### src/bridge_err_defines.svh
// register offsets, field positions and reset values of the error register bank
`ifndef BRIDGE_ERR_DEFINES_SVH
`define BRIDGE_ERR_DEFINES_SVH

`define BEER_ADDR_ENABLE_ONE 8'hc0
`define BEER_ADDR_DETECT_ONE 8'hc1
`define BEER_ADDR_ENABLE_TWO 8'hc4
`define BEER_ADDR_DETECT_TWO 8'hc5
`define BEER_ADDR_OPTION 8'hc6

`define BEER_RESET_ENABLE_ONE 8'h01
`define BEER_RESET_ENABLE_TWO 8'h00
`define BEER_RESET_OPTION 8'h00

`define BEER_EN1_TARGET_ABORT 7
`define BEER_EN1_TARGET_PERR 6
`define BEER_EN1_MEM_SELECT 5
`define BEER_EN1_MASTER_PERR 4
`define BEER_EN1_MEM_PARITY 2
`define BEER_EN1_MASTER_ABORT 1
`define BEER_EN1_PROC_BUS 0
`define BEER_EN2_CACHE_PARITY 4
`define BEER_EN2_FLASH_WRITE 0

`define BEER_DT1_SYSTEM_ERROR 7
`define BEER_DT1_TARGET_PERR 6
`define BEER_DT1_MEM_SELECT 5
`define BEER_DT1_ORIGIN 3
`define BEER_DT1_MEM_PARITY 2
`define BEER_DT1_CODE_ATTRIBUTES 0
`define BEER_DT1_CODE_EXTENDED 1
`define BEER_DT2_ADDR_INVALID 7
`define BEER_DT2_CACHE_PARITY 4
`define BEER_DT2_FLASH_WRITE 0

`define BEER_OPT_RX_SYSTEM_ERROR 5

`define BEER_MASK_ENABLE_ONE 8'hf7
`define BEER_MASK_ENABLE_TWO 8'h11
`define BEER_MASK_DETECT_ONE 8'hef
`define BEER_MASK_DETECT_TWO 8'h91
`define BEER_MASK_OPTION 8'h20
`define BEER_MASK_CAPTURED_ONE 8'h08
`define BEER_MASK_CAPTURED_TWO 8'h80

`define BEER_CYCLE_NONE 2'h0
`define BEER_CYCLE_ATTRIBUTES 2'h1
`define BEER_CYCLE_EXTENDED 2'h2

`endif

### src/beer_pkg.sv
// types of the error enable and detection register bank
`default_nettype none
package beer_pkg;

   typedef struct packed {
      logic [7:0] addr;
      logic [7:0] wdata;
      logic write;
      logic read;
   } beer_bus_s;

   typedef struct packed {
      logic systemErrorOwn;
      logic systemErrorOther;
      logic targetPerr;
      logic memSelect;
      logic masterPerr;
      logic memParity;
      logic targetAbort;
      logic masterAbort;
      logic cycleAttributes;
      logic cycleExtended;
      logic cacheParity;
      logic flashWrite;
      logic fromPci;
      logic addrValid;
   } beer_events_s;

endpackage
`default_nettype wire

### src/beer_regs.sv
// error enable and error detection register bank
`timescale 1ns/100ps
`default_nettype none
`include "bridge_err_defines.svh"

// Operation
// RQ1: each condition is recognised and reported only while its enable bit is set; own system error sets detect-one bit 7 and reports with no enable bit
// RQ2: enable-one bit 7 gates received target aborts as master, resets zero
// RQ3: enable-one bit 6 gates parity errors as target
// RQ4: enable-one bit 5 gates memory select errors
// RQ5: enable-one bit 4 gates parity errors as master
// RQ6: enable-one bit 2 gates memory read parity errors
// RQ7: enable-one bit 1 gates master aborts as master
// RQ8: enable-one bit 0 gates processor bus errors, resets to one
// RQ9: enable-two bit 4 enables secondary-cache parity detection, resets zero
// RQ10: enable-two bit 0 enables flash write error reporting, resets zero
// RQ11: detect reads return flags; writing one clears a flag; writes never set
// RQ12: an enabled detected error sets its flag
// RQ13: later errors set flags but capture freezes until all flags clear
// RQ14: detect-one bit 7 flags system error; others' only with option bit 5
// RQ15: detect-one bit 6 set when bridge as target signalled parity error
// RQ16: detect-one bit 5 set on memory select error
// RQ17: detect-one bit 3 records origin: zero processor, one PCI
// RQ18: detect-one bit 2 set on memory read parity error
// RQ19: detect-one bits 1:0 encode unsupported processor cycle type
// RQ20: detect-two bit 7 reads one when captured address is invalid
// RQ21: detect-two bit 4 set on secondary-cache parity error
// RQ22: detect-two bit 0 set on flash write while flash writes disabled
// RQ23: reserved bits read zero and ignore writes
module beer_regs (
   input wire logic clk,
   input wire logic reset_n,
   input wire beer_pkg::beer_bus_s bus,
   output logic [7:0] rdata,
   input wire beer_pkg::beer_events_s events,
   output logic captureEnable,
   output logic reportedError,
   output logic receiveSystemErrorEnable
);
   import beer_pkg::*;

   logic [7:0] errorEnableOne;
   logic [7:0] errorEnableTwo;
   logic [7:0] errorDetectOne;
   logic [7:0] errorDetectTwo;
   logic [7:0] optionReg;
   logic [7:0] next_rdata;
   logic [7:0] setOne;
   logic [7:0] setTwo;
   logic [7:0] clearOne;
   logic [7:0] clearTwo;
   logic [7:0] next_detectOne;
   logic [7:0] next_detectTwo;
   logic anyEvent;
   logic flagsClear;

   logic wrEnOne;
   logic wrEnTwo;
   logic wrDetOne;
   logic wrDetTwo;
   logic wrOption;

   assign wrEnOne = bus.write && (bus.addr == `BEER_ADDR_ENABLE_ONE);
   assign wrEnTwo = bus.write && (bus.addr == `BEER_ADDR_ENABLE_TWO);
   assign wrDetOne = bus.write && (bus.addr == `BEER_ADDR_DETECT_ONE);
   assign wrDetTwo = bus.write && (bus.addr == `BEER_ADDR_DETECT_TWO);
   assign wrOption = bus.write && (bus.addr == `BEER_ADDR_OPTION);

   // enable registers
   always_ff @(posedge clk or negedge reset_n) begin
      if (!reset_n) begin
         errorEnableOne <= `BEER_RESET_ENABLE_ONE; // RQ2 RQ8
      end else if (wrEnOne) begin
         errorEnableOne <= bus.wdata & `BEER_MASK_ENABLE_ONE; // RQ23
      end
   end

   always_ff @(posedge clk or negedge reset_n) begin
      if (!reset_n) begin
         errorEnableTwo <= `BEER_RESET_ENABLE_TWO; // RQ9 RQ10
      end else if (wrEnTwo) begin
         errorEnableTwo <= bus.wdata & `BEER_MASK_ENABLE_TWO; // RQ23
      end
   end

   always_ff @(posedge clk or negedge reset_n) begin
      if (!reset_n) begin
         optionReg <= `BEER_RESET_OPTION;
      end else if (wrOption) begin
         optionReg <= bus.wdata & `BEER_MASK_OPTION;
      end
   end

   // gated event sets
   always_comb begin
      setOne = 8'h00;
      setTwo = 8'h00;
      setOne[`BEER_DT1_SYSTEM_ERROR] = events.systemErrorOwn
         || (events.systemErrorOther && optionReg[`BEER_OPT_RX_SYSTEM_ERROR]); // RQ14
      setOne[`BEER_DT1_TARGET_PERR] = events.targetPerr
         && errorEnableOne[`BEER_EN1_TARGET_PERR]; // RQ3 RQ15
      setOne[`BEER_DT1_MEM_SELECT] = events.memSelect
         && errorEnableOne[`BEER_EN1_MEM_SELECT]; // RQ4 RQ16
      setOne[`BEER_DT1_MEM_PARITY] = events.memParity
         && errorEnableOne[`BEER_EN1_MEM_PARITY]; // RQ6 RQ18
      setOne[`BEER_DT1_CODE_ATTRIBUTES] = events.cycleAttributes
         && errorEnableOne[`BEER_EN1_PROC_BUS]; // RQ8 RQ19
      setOne[`BEER_DT1_CODE_EXTENDED] = events.cycleExtended
         && errorEnableOne[`BEER_EN1_PROC_BUS]; // RQ8 RQ19
      setTwo[`BEER_DT2_CACHE_PARITY] = events.cacheParity
         && errorEnableTwo[`BEER_EN2_CACHE_PARITY]; // RQ9 RQ21
      setTwo[`BEER_DT2_FLASH_WRITE] = events.flashWrite
         && errorEnableTwo[`BEER_EN2_FLASH_WRITE]; // RQ10 RQ22
   end

   // master-side conditions have no flag here, only the report output
   assign anyEvent = (|setOne) || (|setTwo)
      || (events.masterPerr && errorEnableOne[`BEER_EN1_MASTER_PERR]) // RQ5
      || (events.targetAbort && errorEnableOne[`BEER_EN1_TARGET_ABORT]) // RQ2
      || (events.masterAbort && errorEnableOne[`BEER_EN1_MASTER_ABORT]); // RQ7 RQ1

   assign flagsClear = ((errorDetectOne & ~`BEER_MASK_CAPTURED_ONE) == 8'h00)
      && ((errorDetectTwo & ~`BEER_MASK_CAPTURED_TWO) == 8'h00);

   assign clearOne = wrDetOne ? bus.wdata : 8'h00;
   assign clearTwo = wrDetTwo ? bus.wdata : 8'h00;

   // set wins over clear on the same cycle
   always_comb begin
      next_detectOne = ((errorDetectOne & ~clearOne) | setOne) & `BEER_MASK_DETECT_ONE; // RQ11
      next_detectTwo = ((errorDetectTwo & ~clearTwo) | setTwo) & `BEER_MASK_DETECT_TWO; // RQ11
      // two-bit cycle code: extended wins if both arrive at once
      if (setOne[`BEER_DT1_CODE_EXTENDED]) begin
         next_detectOne[`BEER_DT1_CODE_ATTRIBUTES] = 1'b0; // RQ19
      end
      // origin and address validity are captured, not w1c, only when capture is open
      next_detectOne[`BEER_DT1_ORIGIN] = errorDetectOne[`BEER_DT1_ORIGIN];
      next_detectTwo[`BEER_DT2_ADDR_INVALID] = errorDetectTwo[`BEER_DT2_ADDR_INVALID];
      if ((|setOne || |setTwo) && flagsClear) begin
         next_detectOne[`BEER_DT1_ORIGIN] = events.fromPci; // RQ17 RQ13
         next_detectTwo[`BEER_DT2_ADDR_INVALID] = !events.addrValid; // RQ20 RQ13
      end
   end

   always_ff @(posedge clk or negedge reset_n) begin
      if (!reset_n) begin
         errorDetectOne <= 8'h00;
      end else begin
         errorDetectOne <= next_detectOne; // RQ12
      end
   end

   always_ff @(posedge clk or negedge reset_n) begin
      if (!reset_n) begin
         errorDetectTwo <= 8'h00;
      end else begin
         errorDetectTwo <= next_detectTwo; // RQ12
      end
   end

   // capture window open only while no flag is set
   always_ff @(posedge clk or negedge reset_n) begin
      if (!reset_n) begin
         captureEnable <= 1'b1;
      end else begin
         captureEnable <= ((next_detectOne & ~`BEER_MASK_CAPTURED_ONE) == 8'h00)
            && ((next_detectTwo & ~`BEER_MASK_CAPTURED_TWO) == 8'h00); // RQ13
      end
   end

   always_ff @(posedge clk or negedge reset_n) begin
      if (!reset_n) begin
         reportedError <= 1'b0;
      end else begin
         reportedError <= anyEvent; // RQ1
      end
   end

   always_ff @(posedge clk or negedge reset_n) begin
      if (!reset_n) begin
         receiveSystemErrorEnable <= 1'b0;
      end else begin
         receiveSystemErrorEnable <= (wrOption ? bus.wdata[`BEER_OPT_RX_SYSTEM_ERROR]
            : optionReg[`BEER_OPT_RX_SYSTEM_ERROR]);
      end
   end

   // read mux
   always_comb begin
      case (bus.addr)
         `BEER_ADDR_ENABLE_ONE: next_rdata = errorEnableOne;
         `BEER_ADDR_DETECT_ONE: next_rdata = errorDetectOne; // RQ11
         `BEER_ADDR_ENABLE_TWO: next_rdata = errorEnableTwo;
         `BEER_ADDR_DETECT_TWO: next_rdata = errorDetectTwo;
         `BEER_ADDR_OPTION: next_rdata = optionReg;
         default: next_rdata = 8'h00;
      endcase
   end

   always_ff @(posedge clk or negedge reset_n) begin
      if (!reset_n) begin
         rdata <= 8'h00;
      end else if (bus.read) begin
         rdata <= next_rdata;
      end else begin
         rdata <= 8'h00;
      end
   end

endmodule
`default_nettype wire

### config.mk
export PLATFORM = sky130hd
export DESIGN_NAME = beer_regs
export DESIGN_NICKNAME = d
export VERILOG_FILES = /design/src/beer_pkg.sv /design/src/beer_regs.sv
export VERILOG_INCLUDE_DIRS = /design/src
export SDC_FILE = /design/constraint.sdc
export NUM_CORES = 1
export LEC_CHECK = 0
export BUFFER_PORTS_ARGS = -buffer_cell sky130_fd_sc_hd__buf_2
export CAP_MARGIN = 40
export CELL_PAD_IN_SITES_DETAIL_PLACEMENT = 0
export CELL_PAD_IN_SITES_GLOBAL_PLACEMENT = 1
export CORE_ASPECT_RATIO = 0.8
export CORE_MARGIN = 2
export CORE_UTILIZATION = 41
export CTS_CLUSTER_DIAMETER = 30
export DETAILED_ROUTE_END_ITERATION = 6
export PLACE_DENSITY_LB_ADDON = 0.1
export SLEW_MARGIN = 10
export SYNTH_ARGS = -nofsm -noshare
export SYNTH_HDL_FRONTEND = slang
export SYNTH_SLANG_ARGS = --single-unit
### constraint.sdc
create_clock -name clk -period 2.4 [get_ports clk]
set_clock_uncertainty 0.15 [all_clocks]
set_input_delay 0.36 -clock clk [delete_from_list [all_inputs] [get_ports clk]]
set_output_delay 0.36 -clock clk [all_outputs]
set_load 0.01 [all_outputs]
**Word level (Yosys, flattened, before mapping)**

Index checks and enable logic that the tools add are counted.

- Register bits after elaboration: 31
- Bits of input ports: 34
- Output and inout port bits: 11

- Bitwise logic cells: 6
- Multiplexer cells: 6
- Equal/unequal tests: 5
- Reductions and logical operators: 31

Operators with widths:

| kind | number |
|---|---|
| $eq A8 B8 Y1 const B | 5 |
| $pmux W8 S5 | 1 |
| $logic_not A8 Y1 | 4 |
| $logic_and A1 B1 Y1 | 19 |
| $mux W8 | 2 |
| $and A8 B8 Y8 | 1 |
| $not A8 Y8 | 1 |
| $or A8 B8 Y8 | 1 |
| $reduce_or A6 Y1 | 1 |
| $and A5 B5 Y5 | 1 |
| $logic_or A1 B1 Y1 | 5 |
| $mux W5 | 1 |
| $not A5 Y5 | 1 |
| $or A5 B5 Y5 | 1 |
| $mux W1 | 2 |
| $reduce_or A2 Y1 | 1 |
| $logic_not A1 Y1 | 1 |

**Logic depth before layout (Yosys ltp)**

- Word-level depth: 9
- Gate-level depth with buffers: 5
- Gate-level depth less buffers: 5

**Least setup slack after synthesis**

Ideal clock, no wire load.

- Kind: input-to-reg
- Start point: input bus[13] (netlist name)
- End point: register captureEnable
- Data required time: 2.160 ns
- Slack: 0.563 ns
- Buffers on the path: 0
- Arrival time: 1.597 ns
- Library setup time: 0.090 ns
- Stages: 5
- Cell sequence: nand3b_4 nor4_4 a41oi_1 or3_1 nor4_2

- Elaborated cells between the ends (all ways): 16
- Classes of those cells: eq/ne: 2; mux: 3; bitwise: 6; reduce/logical: 5

RTL lines:

| element | line | source |
|---|---|---|
| start, declared | beer_regs.sv:33 | `input wire beer_pkg::beer_bus_s bus,` |
| $eq A8 B8 Y1 | -- |  |
| $logic_and A1 B1 Y1 | beer_regs.sv:65 | `` assign wrDetOne = bus.write && (bus.addr == `BEER_ADDR_DETECT_ONE); `` |
| $mux W8 | beer_regs.sv:125 | `assign clearOne = wrDetOne ? bus.wdata : 8'h00;` |
| $not A8 Y8 | beer_regs.sv:130 | `` next_detectOne = ((errorDetectOne & ~clearOne) \| setOne) & `BEER_MASK_DETECT_ONE; `` |
| $and A8 B8 Y8 | beer_regs.sv:130 |  |
| $or A8 B8 Y8 | beer_regs.sv:130 |  |
| named net next_detectOne[6] | beer_regs.sv:52 | `logic [7:0] next_detectOne;` |
| $logic_not A8 Y1 | beer_regs.sv:166 | `` captureEnable <= ((next_detectOne & ~`BEER_MASK_CAPTURED_ONE) == 8'h00) `` |
| $logic_and A1 B1 Y1 | beer_regs.sv:166 |  |
| end signal, assigned | beer_regs.sv:166 |  |
| end, declared | beer_regs.sv:36 | `output logic captureEnable,` |

The timed path passes the listed nets, and every way through them passes these cells.
A chain may end at the register's enable or synchronous reset.

**Final worst setup path**

- Start point: register errorEnableOne[0]
- End point: register errorDetectOne[3]

- Word-level cells in the longest chain between the ends: 4
- Elaborated cells between the ends (all ways): 5
- Classes of those cells: reduce/logical: 5

Ends and longest elaborated chain:

| element | line | source |
|---|---|---|
| start, declared | beer_regs.sv:42 | `logic [7:0] errorEnableOne;` |
| start signal, assigned | beer_regs.sv:72 | `` errorEnableOne <= `BEER_RESET_ENABLE_ONE; `` |
| start signal, assigned | beer_regs.sv:74 | `` errorEnableOne <= bus.wdata & `BEER_MASK_ENABLE_ONE; `` |
| $logic_and A1 B1 Y1, on equally long branches | beer_regs.sv:106, beer_regs.sv:108 |  |
| $reduce_or A6 Y1 (*) | beer_regs.sv:139 | `if ((\|setOne \|\| \|setTwo) && flagsClear) begin` |
| $logic_or A1 B1 Y1 (*) | beer_regs.sv:139 |  |
| $logic_and A1 B1 Y1 (*) | beer_regs.sv:139 |  |
| end signal, assigned | beer_regs.sv:149 | `errorDetectOne <= next_detectOne;` |
| end, declared | beer_regs.sv:44 | `logic [7:0] errorDetectOne;` |

Mark *: on every way between the ends. The rest lies on a longest branch, timed or not.

==> results by group <==
Floorplan
  – Die height: 56.6 um
  – Core Area: 3380 sq um
  – Overall die width: 69.8 um
  – Site Rows: 19
  – Starting Density: 42.1%
  – # IOs: 45
  – Die area: 3950 sq um

Min path
  – HP Class: primary input to register

Critical path
  – CP required: 2.41 ns
  – CP max FO: 7
  – CP peak stage delay: 0.58 ns
  – Buf/Inv on CP: 0
  – Top cell family by delay on the critical path: flip-flops
  – Kind of critical path: register to register
  – Slowest CP cell: dfstp_2
  – Worst path cell trace: o21ai_0 -> and3_1 -> a21oi_1 -> mux2_2
  – Crit end category: register
  – Nature of the critical path startpoint: register
  – CP Data Arrival Time: 1.81 ns

STA
  – Normalized max-slew margin: 54.5%
  – Final setup fails: 0
  – Worst Max-Slew Pin Slew: 0.682 ns
  – RSZ-0062 raised after global routing: no
  – Setup TNS: 0 ns
  – Post-layout min period: 1.80 ns
  – Slew Viols, Final: 0
  – Max Clock Freq: 555 MHz
  – Fin crit share: 75.0%
  – Hold Vio Cnt, Final: 0
  – Hold WS: 0.105 ns

Logic synthesis
  – Synthesized net count: 153
  – Netlist cell types: 32
  – Post-synthesis cell count: 119
  – Avg Cell Area, Syn: 11.9 sq um
  – Top cells by area, synth: dfrtp_1, mux2_2, mux2i_1, dfstp_2, nand2_1
  – Synthesis warning total: 0
  – Number of flops mapped to enable cells by yosys: 0
  – Post-synth ARST share: 100%
  – Top_reg_cell synth: dfrtp_1
  – Post-synthesis sequential area ratio: 54.8%
  – Syn Std Cell Area: 1420 sq um
  – Count leader, synth: dfrtp_1
  – Post-synth top area share: 51.1%
  – Synth top cells by count: dfrtp_1, nand2_1, mux2_2
  – Yosys reg bits: 31
  – Largest area contributor in the netlist: dfrtp_1

Drt
  – Via count: 1161
  – Iteration count of the initial detailed-routing pass: 4
  – Antenna-violating nets left: 0
  – Post-DR vias/cell: 5.38
  – DRC viols: 0
  – WL per Instance: 16.2 um
  – WL final: 3490 um
  – Drt first-iter violations: 68

Final layout
  – Fraction of layout cells with a size suffix above 1: 42.5%
  – Ant. Diodes: 0
  – Final Non-Filler Cells: 216
  – Final Cell Area: 1810 sq um
  – Synth-to-Final Area Change: 27.3%
  – Nets: 207

GRT
  – Grt total ovfl: 0
  – First-pass GRT wire length: 5710 um
  – Largest net degree at the start of global routing: 32
  – Total Routing Usage GR: 19.1%
  – Initial antenna violation count: 0
  – Vias in the first global route: 1127

Power
  – Power Density: 647 nW/um^2
  – Overall Power: 1170 uW
  – P_leak: 0.000896 uW
  – Peak supply drop: 0.000467 V

Clock tree
  – Clock Tree Buf Depth: 2
  – TritonCTS buffer count: 5
  – Clk pin slew, worst setup/hold paths: 0.06 ns
  – Post_cts resized: 0
  – CTS tree: done
  – CTS root buf: clkbuf_8
  – H-tree depth: 2
  – CTS sink count: 31
  – Clock Latency Late Sink: 0.28 ns

Place
  – DP HPWL: 2630 um
  – Placed insts: 207
  – DP Area: 1720 sq um
  – Buffers on Ports: 43
  – Routability cong.: 0.802

Run status
  – Status: finished clean

Run
  – MaxCap Viol Count: 0
-- cell type report --
type | count | area, sq um
fill | 339 | 1570
sequential | 31 | 778
multi-input combinational | 82 | 619
timing repair buffer | 49 | 263
clock buffer | 8 | 80.1
tap | 42 | 52.6
inverter | 4 | 15.0
-- repair_timing --
item / CTS / global route
hold endpoints to repair: 22 / 0
hold buffers: 1 / 0
setup buffers: 0 / 0
setup endpoints to repair: 0 / 0
-- power breakdown --
part | internal (uW) | switching (uW) | total (uW)
sequential | 570 | 41.5 | 611
combinational | 87.6 | 88.9 | 177
clock | 206 | 177 | 383
-- cells in the final DEF, fill, tap and decap left out, types with 3 or more instances in the layout --
master	instances
nor4_1	4
clkbuf_8	5
a41oi_1	3
mux2i_1	6
dfrtp_1	29
a21oi_1	4
clkbuf_1	3
nand2_1	13
inv_1	4
nand4_1	3
buf_4	5
mux2_2	12
buf_2	43
nor2b_1	3
nor2_1	9
-- state kept, by name (all words and copies together) (netlist names), 2 cells and up --
signal          count
rdata               8
errorDetectTwo      3
errorEnableOne      7
errorDetectOne      7
errorEnableTwo      2
-- metal layers --
layer,vias up,routed length (um),global-route usage (%)
li1,554,-,-
met3,5,182,5.39
met1,569,1680,26.5
met5,-,0,0
met2,33,1590,28.3
met4,0,40,7.97
-- kinds of logic after synthesis --
group / share of synthesized area (%)
AND/OR/NAND/NOR: 18.1
flip-flops: 54.8
AO/OA/AOI/OAI: 10.2
multiplexers: 15.3
buffers and inverters: 1.59
-- per-stage QoR --
stage	worst slack, ns	utilization, %
floorplan	0.563	-
global placement	0.365	50.9
detailed placement	0.362	50.9
CTS	0.592	53.6
global route	0.504	53.6
finish	0.599	53.6
-- path summary, 6_finish.rpt --
| path | to | depth (start not counted) | slack, ns | start |
|---|---|---|---|---|
| max | errorDetectOne[3]$_DFFE_PN0P_ | 4 | 0.60 | errorEnableOne[0]$_DFFE_PN1P_ |
| min in group asynchronous | rdata[7]$_DFF_PN0_ | 2 | 0.51 | reset_n |
| min reg2reg | rdata[3]$_DFF_PN0_ | 2 | 0.37 | errorDetectOne[3]$_DFFE_PN0P_ |
| max in group asynchronous | errorDetectOne[5]$_DFF_PN0_ | 2 | 1.15 | reset_n |
| max reg2reg | errorDetectOne[3]$_DFFE_PN0P_ | 4 | 0.60 | errorEnableOne[0]$_DFFE_PN1P_ |
| min | errorDetectTwo[7]$_DFFE_PN0P_ | 2 | 0.11 | events[0] |
(Power assumes the default switching activity.)
